$ cat src/rtl/serializer_pkg.sv
// Constants, field layout and state types shared by the 16-to-1 DDR serializer.
package serializer_pkg;
    localparam int LANE_COUNT = 16;
    localparam int ADDR_W = 4;
    // Register byte offsets on the AXI4-Lite bus.
    localparam logic [3:0] ADDR_CTRL = 4'h0;
    localparam logic [3:0] ADDR_STATUS = 4'h4;
    localparam logic [3:0] ADDR_LANES = 4'h8;
    // Control register field positions.
    localparam int CTRL_W = 5;
    localparam int CTRL_BIT_ORDER = 0;
    localparam int CTRL_FWD_DISABLE = 1;
    localparam int CTRL_PHASE_LO = 2;
    localparam int CTRL_PHASE_HI = 3;
    localparam int CTRL_SOFT_RESET = 4;
    localparam logic [4:0] CTRL_RESET = 5'h00;
    // Status register field positions.
    localparam int STAT_DIV_RESET = 4;
    localparam int STAT_WORD_CLK = 5;
    // Sampling clock shift in bit slots, indexed by {phase_select_hi, phase_select_lo}.
    localparam logic [3:0] PHASE_SHIFT_90 = 4'h4;
    localparam logic [3:0] PHASE_SHIFT_180 = 4'h8;
    localparam logic [3:0] PHASE_SHIFT_270 = 4'hc;
    localparam logic [3:0] PHASE_SHIFT_0 = 4'h0;
    // Divider and bit slot counts.
    localparam logic [3:0] LAST_BIT_IDX = 4'hf;
    localparam logic [2:0] DIV_PRESET = 3'h0;
    localparam logic [15:0] WORD_RESET = 16'h0000;
    // Bus responses.
    localparam logic [1:0] RESP_OKAY = 2'h0;
    localparam logic [1:0] RESP_SLVERR = 2'h2;
    typedef enum logic [0:0] {WR_COLLECT = 1'b0, WR_RESPOND = 1'b1} wr_state_t;
    typedef enum logic [0:0] {RD_IDLE = 1'b0, RD_RESPOND = 1'b1} rd_state_t;
endpackage

$ cat src/rtl/ddr_serializer_16to1.sv
// Sixteen-lane to one-line DDR serializer with divider, clock outputs and AXI4-Lite control.
//
// Functional notes
// Sixteen parallel lanes at one sixteenth rate merge into one full-rate serial line.
// The outside supplies the half-rate clock feeding both the forwarded clock and divider; the design instead derives it by toggling on every aclk.
// Divider is three divide-by-two stages; every stage output feeds the serializer tree.
// Last divider stage gives the word-rate clock driving the sampling clock output.
// Asserted divider reset presets all divider stages to zero, aligning several devices.
// Incoming divider reset is retimed on the half-rate clock falling edge.
// Whole sixteen-bit word is captured on the word-rate clock falling edge.
// A captured word starts leaving about one word-rate period after capture.
// Bit order low sends lane 0 first; high sends lane 15 first.
// Forwarded clock disable low drives the half-rate clock out; high turns it off.
// Phase selects 00, 01, 10, 11 give 90, 180, 270 and 0 degrees.
// Forwarded half-rate clock travels phase-matched with data, one bit per clock edge.
// Remaining lanes follow in strict ascending or descending order, one per clock edge.
`timescale 1ns/1ns
module ddr_serializer_16to1
    import serializer_pkg::*;
(
    input wire logic aclk,
    input wire logic aresetn,
    input wire logic [ADDR_W-1:0] s_axi_awaddr,
    input wire logic s_axi_awvalid,
    output logic s_axi_awready,
    input wire logic [31:0] s_axi_wdata,
    input wire logic [3:0] s_axi_wstrb,
    input wire logic s_axi_wvalid,
    output logic s_axi_wready,
    output logic [1:0] s_axi_bresp,
    output logic s_axi_bvalid,
    input wire logic s_axi_bready,
    input wire logic [ADDR_W-1:0] s_axi_araddr,
    input wire logic s_axi_arvalid,
    output logic s_axi_arready,
    output logic [31:0] s_axi_rdata,
    output logic [1:0] s_axi_rresp,
    output logic s_axi_rvalid,
    input wire logic s_axi_rready,
    input wire logic [LANE_COUNT-1:0] parallel_lane_inputs,
    input wire logic divider_reset_in,
    output logic serial_data_out,
    output logic forwarded_clock_out,
    output logic forwarded_clock_oe,
    output logic sampling_clock_out
);

    // True for the offsets that hold a register.
    function automatic logic addr_mapped(input logic [ADDR_W-1:0] addr);
        addr_mapped = (addr == ADDR_CTRL) || (addr == ADDR_STATUS) || (addr == ADDR_LANES);
    endfunction

    // Sampling clock shift for a phase select pair.
    function automatic logic [3:0] phase_shift(input logic [1:0] sel);
        case (sel)
            2'h0: phase_shift = PHASE_SHIFT_90;
            2'h1: phase_shift = PHASE_SHIFT_180;
            2'h2: phase_shift = PHASE_SHIFT_270;
            default: phase_shift = PHASE_SHIFT_0;
        endcase
    endfunction

    ////////////////////////////////////////////////////////////////////////////////
    // Serializer state.

    logic half_clk_reg, half_clk_next;
    logic [2:0] div_reg, div_next;
    logic rst_sync1_reg, rst_sync2_reg, rst_retimed_reg, rst_retimed_next;
    logic [LANE_COUNT-1:0] lane_sync1_reg, lane_sync2_reg;
    logic [LANE_COUNT-1:0] hold_word_reg, hold_word_next;
    logic [LANE_COUNT-1:0] out_word_reg, out_word_next;
    logic order_reg, order_next;
    logic serial_next, fwd_clk_next, fwd_oe_next, samp_clk_next;
    logic [CTRL_W-1:0] ctrl_reg, ctrl_next;
    logic [3:0] bit_idx_reg, bit_idx_next, samp_phase;
    logic word_edge;

    assign bit_idx_reg = {div_reg, half_clk_reg};
    // The word clock falls as the bit index wraps from its last slot to zero.
    assign word_edge = (bit_idx_reg == LAST_BIT_IDX) && !rst_retimed_reg;

    // One aclk cycle stands for one half period of the half-rate clock: one serial bit slot.
    always_comb begin
        half_clk_next = !half_clk_reg;
        // The divider stages advance together on the half-rate falling edge.
        div_next = half_clk_reg ? div_reg + 3'h1 : div_reg;
        if (rst_retimed_reg) begin
            div_next = DIV_PRESET;
        end
        // Retiming only on the falling edge keeps reset release aligned across devices.
        rst_retimed_next = rst_retimed_reg;
        if (half_clk_reg) begin
            rst_retimed_next = rst_sync2_reg || ctrl_reg[CTRL_SOFT_RESET];
        end
        bit_idx_next = {div_next, half_clk_next};
        hold_word_next = hold_word_reg;
        out_word_next = out_word_reg;
        order_next = order_reg;
        if (word_edge) begin
            hold_word_next = lane_sync2_reg;
            out_word_next = hold_word_reg;
            // Order is latched per word so a control write never splits a word.
            order_next = ctrl_reg[CTRL_BIT_ORDER];
        end
        // Each slot sends one lane; the index runs up, or down when reversed.
        serial_next = order_next ? out_word_next[LAST_BIT_IDX - bit_idx_next]
                                 : out_word_next[bit_idx_next]; // see
        fwd_oe_next = !ctrl_reg[CTRL_FWD_DISABLE];
        fwd_clk_next = fwd_oe_next ? half_clk_next : 1'b0;
        samp_phase = bit_idx_next - phase_shift({ctrl_reg[CTRL_PHASE_HI], ctrl_reg[CTRL_PHASE_LO]});
        samp_clk_next = samp_phase[3];
    end

    // Lane and reset pins pass two flip-flops before any logic reads them.
    always_ff @(posedge aclk) begin
        if (!aresetn) begin
            half_clk_reg <= 1'b0;
            div_reg <= DIV_PRESET;
            rst_sync1_reg <= 1'b0;
            rst_sync2_reg <= 1'b0;
            rst_retimed_reg <= 1'b0;
            lane_sync1_reg <= WORD_RESET;
            lane_sync2_reg <= WORD_RESET;
            hold_word_reg <= WORD_RESET;
            out_word_reg <= WORD_RESET;
            order_reg <= 1'b0;
            serial_data_out <= 1'b0;
            forwarded_clock_out <= 1'b0;
            forwarded_clock_oe <= 1'b0;
            sampling_clock_out <= 1'b0;
        end else begin
            half_clk_reg <= half_clk_next;
            div_reg <= div_next;
            rst_sync1_reg <= divider_reset_in;
            rst_sync2_reg <= rst_sync1_reg;
            rst_retimed_reg <= rst_retimed_next;
            lane_sync1_reg <= parallel_lane_inputs;
            lane_sync2_reg <= lane_sync1_reg;
            hold_word_reg <= hold_word_next;
            out_word_reg <= out_word_next;
            order_reg <= order_next;
            serial_data_out <= serial_next;
            forwarded_clock_out <= fwd_clk_next;
            forwarded_clock_oe <= fwd_oe_next;
            sampling_clock_out <= samp_clk_next;
        end
    end

    ////////////////////////////////////////////////////////////////////////////////
    // AXI4-Lite slave.

    wr_state_t wr_state_reg, wr_state_next;
    rd_state_t rd_state_reg, rd_state_next;
    logic aw_full_reg, aw_full_next, w_full_reg, w_full_next;
    logic [ADDR_W-1:0] aw_addr_reg, aw_addr_next, wr_addr;
    logic [31:0] w_data_reg, w_data_next, wr_data;
    logic [3:0] w_strb_reg, w_strb_next, wr_strb;
    logic [1:0] bresp_next, rresp_next;
    logic [31:0] rdata_next;
    logic aw_take, w_take, awready_next, wready_next, arready_next;

    // Address and data are taken in either order; the response follows the second.
    always_comb begin
        aw_take = s_axi_awvalid && s_axi_awready;
        w_take = s_axi_wvalid && s_axi_wready;
        aw_full_next = aw_full_reg || aw_take;
        w_full_next = w_full_reg || w_take;
        aw_addr_next = aw_take ? s_axi_awaddr : aw_addr_reg;
        w_data_next = w_take ? s_axi_wdata : w_data_reg;
        w_strb_next = w_take ? s_axi_wstrb : w_strb_reg;
        wr_addr = aw_addr_next;
        wr_data = w_data_next;
        wr_strb = w_strb_next;
        wr_state_next = wr_state_reg;
        bresp_next = s_axi_bresp;
        ctrl_next = ctrl_reg;
        case (wr_state_reg)
            WR_COLLECT: begin
                if (aw_full_next && w_full_next) begin
                    wr_state_next = WR_RESPOND;
                    aw_full_next = 1'b0;
                    w_full_next = 1'b0;
                    bresp_next = addr_mapped(wr_addr) ? RESP_OKAY : RESP_SLVERR;
                    // Status and lane words are read-only; writes there are dropped.
                    if (wr_addr == ADDR_CTRL && wr_strb[0]) begin
                        ctrl_next = wr_data[CTRL_W-1:0];
                    end
                end
            end
            WR_RESPOND: begin
                if (s_axi_bready) begin
                    wr_state_next = WR_COLLECT;
                end
            end
            default: wr_state_next = WR_COLLECT;
        endcase
        awready_next = !aw_full_next && (wr_state_next == WR_COLLECT);
        wready_next = !w_full_next && (wr_state_next == WR_COLLECT);
    end

    // Reads answer one cycle after the address is taken.
    always_comb begin
        rd_state_next = rd_state_reg;
        rdata_next = s_axi_rdata;
        rresp_next = s_axi_rresp;
        case (rd_state_reg)
            RD_IDLE: begin
                if (s_axi_arvalid) begin
                    rd_state_next = RD_RESPOND;
                    rresp_next = addr_mapped(s_axi_araddr) ? RESP_OKAY : RESP_SLVERR;
                    case (s_axi_araddr)
                        ADDR_CTRL: rdata_next = {27'h0, ctrl_reg};
                        ADDR_STATUS: rdata_next = {26'h0, div_reg[2], rst_retimed_reg, bit_idx_reg};
                        ADDR_LANES: rdata_next = {16'h0000, hold_word_reg};
                        default: rdata_next = 32'h00000000;
                    endcase
                end
            end
            RD_RESPOND: begin
                if (s_axi_rready) begin
                    rd_state_next = RD_IDLE;
                end
            end
            default: rd_state_next = RD_IDLE;
        endcase
        arready_next = (rd_state_next == RD_IDLE);
    end

    // Bus registers; ready outputs come from flip-flops.
    always_ff @(posedge aclk) begin
        if (!aresetn) begin
            wr_state_reg <= WR_COLLECT;
            rd_state_reg <= RD_IDLE;
            aw_full_reg <= 1'b0;
            w_full_reg <= 1'b0;
            aw_addr_reg <= 4'h0;
            w_data_reg <= 32'h00000000;
            w_strb_reg <= 4'h0;
            ctrl_reg <= CTRL_RESET;
            s_axi_awready <= 1'b1;
            s_axi_wready <= 1'b1;
            s_axi_bvalid <= 1'b0;
            s_axi_bresp <= RESP_OKAY;
            s_axi_arready <= 1'b1;
            s_axi_rvalid <= 1'b0;
            s_axi_rresp <= RESP_OKAY;
            s_axi_rdata <= 32'h00000000;
        end else begin
            wr_state_reg <= wr_state_next;
            rd_state_reg <= rd_state_next;
            aw_full_reg <= aw_full_next;
            w_full_reg <= w_full_next;
            aw_addr_reg <= aw_addr_next;
            w_data_reg <= w_data_next;
            w_strb_reg <= w_strb_next;
            ctrl_reg <= ctrl_next;
            s_axi_awready <= awready_next;
            s_axi_wready <= wready_next;
            s_axi_bvalid <= (wr_state_next == WR_RESPOND);
            s_axi_bresp <= bresp_next;
            s_axi_arready <= arready_next;
            s_axi_rvalid <= (rd_state_next == RD_RESPOND);
            s_axi_rresp <= rresp_next;
            s_axi_rdata <= rdata_next;
        end
    end
endmodule

$ cat config.mk
export PLATFORM = sky130hd
export DESIGN_NAME = ddr_serializer_16to1
export DESIGN_NICKNAME = d
export VERILOG_FILES = /design/src/rtl/serializer_pkg.sv /design/src/rtl/ddr_serializer_16to1.sv
export SDC_FILE = /design/constraint.sdc
export NUM_CORES = 1
export LEC_CHECK = 0
export BUFFER_PORTS_ARGS = -buffer_cell sky130_fd_sc_hd__buf_2
export CAP_MARGIN = 20
export CORE_UTILIZATION = 25
export CTS_CLUSTER_DIAMETER = 50
export DETAILED_ROUTE_END_ITERATION = 6
export HOLD_SLACK_MARGIN = 0.1
export PLACE_DENSITY = 0.56
export SYNTH_ARGS = -nofsm -noshare
export SYNTH_HDL_FRONTEND = slang
export SYNTH_SLANG_ARGS = --single-unit
$ cat constraint.sdc
create_clock -name aclk -period 2 [get_ports aclk]
set_input_delay 0.1 -clock aclk [delete_from_list [all_inputs] [get_ports aclk]]
set_output_delay 0.1 -clock aclk [all_outputs]
set_load 0.05 [all_outputs]
==> results by group <==
Run status
  • Status: completed

Route
  • Uppermost layer routed: met4
  • Metal-1 WL: 5.76 mm
  • Post-route DRC: 0
  • Met3 WL post-DR: 492 µm
  • WL/cell: 12.6 µm
  • DR WL met2: 4.74 mm
  • Iter 0 DRT Violations: 198
  • Post-route ant nets: 0
  • Post-DR vias/cell: 4.29
  • Total wire length: 11.1 mm
  • Via count: 3770
  • Initial DRT Pass Iterations: 7

Logic synthesis
  • Post-synthesis sequential area ratio: 49.6%
  • Cells after Synth: 510
  • Top FF cell, synth: dfxtp_1
  • Syn Std Cell Area: 4690 µm²
  • Netlist cell types: 53
  • Async S/R FF share, synth: 0%
  • Post-Syn Area per Cell: 9.19 µm²
  • Syn. warnings: 0
  • Post-synthesis register bit count: 116
  • Post-synth EDFFs: 0

Worst setup path
  • Critical Path Sink Type: flop
  • Critical path's top delay family: multiplexers
  • WP data required: 2.27 ns
  • Crit-path max cell delay: 0.49 ns
  • Critical Path Fanout Max: 8
  • Critical-path cell list: ha_4 > nand2b_4 > mux4_2 > nor2b_1 > a211o_1 > a22oi_2 > o22ai_1
  • WP buf/inv: 0
  • CP Class: reg2reg
  • Worst EP arrival: 2.24 ns
  • CP max stage cell: mux4_2
  • CP Launch Type: flop

STA
  • Final hold slack: 0.170 ns
  • Final Hold Vio Count: 0
  • FMAX: 507 MHz
  • Slew Limit Fails: 0
  • Crit path setup slack, layout: 0.0270 ns
  • Unrepaired setup endpoints after global routing: true
  • Min cycle time layout: 1.97 ns
  • Setup_tns: 0 ns
  • Clock skew: 0.00804 ns
  • Final setup violation count: 0
  • Tcrit/Tclk final: 98.6%
  • Rel. slew slack: 56.5%
  • Slew @ Worst Pin: 0.651 ns

Clock tree
  • Worst-path clk slew: 0.06 ns
  • CTS max path bufs: 2
  • Total CTS buffers: 17
  • CTS tree: done
  • Root buffer cell: clkbuf_16
  • Worst-Skew Late Latency: 0.41 ns
  • CTS Sinks: 116
  • Htree depth: 4

Finish
  • Final #Nets: 711
  • Commonest non-fill, non-tap cell in the layout: dfxtp_1
  • Finished Core Util: 35.6%
  • Area grow syn2layout: 37.9%
  • Most frequent cells in the layout: dfxtp_1 (114), nand2_1 (77), buf_2 (64), nor2_1 (50), and2_1 (43)
  • Layout cell share with drive strength beyond 1: 24.9%
  • Fillers: 1876
  • Post-Layout Cell Count: 879
  • Finished Cell Area: 6460 µm²
  • Inserted Diodes: 0

Place
  • Placed cell area: 5380 µm²
  • GP Congestion: 0.838
  • Placed insts: 808
  • DP HPWL: 7.55 mm
  • Port bufs: 64
  • Place WS: -0.107 ns

Floorplan
  • Rows: 49
  • Core Box Area: 18100 µm²
  • Initial Util: 25.8%
  • Full die area: 19300 µm²
  • DIE HEIGHT: 139 µm
  • IO Pins: 113
  • Die width: 139 µm

Power and ir drop
  • Worst vdd ir: 0.000589 V
  • Total power: 6.41 mW
  • Sw power: 1.61 mW
  • Clock share of power: 49.8%
  • Logic pwr share: 11.9%
  • Pleak: 2.74 nW
  • Seq pwr share: 38.2%
  • Int Pwr: 4.81 mW
  • Switching part of the total: 25.1%
  • Pwr dens: 992 nW/µm²

Hold path
  • Worst Hold Class: in2reg

Global routing
  • Largest net degree at the start of global routing: 45
  • Congestion Overflow GR: 0
  • First-pass GRT wire length: 18.4 mm
  • GRT Util Overall: 12.0%
  • Vias in the first global route: 3633
  • Antenna violations before repair: 0

Job
  • MaxCap Viol Count: 0
-- path summary, 6_finish.rpt --
path                                        start           endpoint  slack, ns  cells past startpoint
worst max register to register       half_clk_reg    serial_data_out       0.03                      7
worst max-delay path                 half_clk_reg    serial_data_out       0.03                      7
worst min register to register  lane_sync1_reg[7]  lane_sync2_reg[7]       0.43                      1
worst min-delay path                s_axi_arvalid     s_axi_rresp[1]       0.17                      4
-- Yosys cell counts, types with 6 or more instances --
cell type	n	area share, %
nor2b_1	6	0.80
a21oi_1	39	4.2
clkbuf_1	18	1.4
dfxtp_1	116	50
a22oi_1	15	2.4
mux2_2	7	1.7
o21ai_0	12	1.3
mux2i_1	28	6.0
buf_4	22	3.5
nand2_1	77	6.2
nor2_1	50	4.0
nor3_1	9	0.96
and2_1	43	5.7
-- timing repair --
item                                    4_1_cts  5_1_grt
endpoints found under the setup margin        1        2
hold endpoints to repair                     37        0
resized for setup                             0       10
pin swaps                                     0        5
setup buffers                                 1        2
gates cloned                                  0        1
hold buffers                                 36        0
-- routing by layer --
layer  global-route usage (%)  vias to the layer above
met5                        0                        -
met2                     17.7                       90
met3                     4.04                        9
met4                     4.33                        0
met1                     16.3                     1720
li1                         -                     1951
-- final cells by class --
class	count	area [µm²]	area share [%]
sequential	116	2330	36.0
multi-input combinational	358	2180	33.7
timing repair buffer	139	1020	15.8
clock buffer	17	425	6.58
tap	229	287	4.43
clock inverter	14	200	3.10
inverter	6	22.5	0.348
-- power groups by stage --
stage / clock network [mW] / registers (mW) / logic [mW]
after floorplan: 0 / 2.61 / 0.429
after global placement: 0 / 2.50 / 0.698
after detailed placement: 0 / 2.50 / 0.696
after CTS: 3.29 / 2.45 / 0.754
after global routing: 3.41 / 2.46 / 0.825
final: 3.20 / 2.45 / 0.766
-- worst register-to-register path: cells and delay by family, from the launching register on --
| family | cells | cell delay (ns) |
|---|---|---|
| AOI/OAI and AO/OA | 3 | 0.47 |
| adders and majority gates | 1 | 0.28 |
| DFF | 1 | 0.35 |
| muxes | 1 | 0.49 |
| and+or+nand+nor | 2 | 0.25 |
-- kinds of logic (layout without fill, tap and decap cells) --
kind of cell    count (synthesis)  after routing  share of synthesized area (%)
flops                         116            116                           49.6
mux                            38             38                           9.11
compound gates                 89             89                           12.0
buf+inv                        53            176                           6.41
simple gates                  207            207                           21.3
other cells                     1             18                         0.0800
xor+xnor                        1              1                          0.187
fa+ha+maj                       5              5                           1.34
Power figures use the tool's default switching activity.
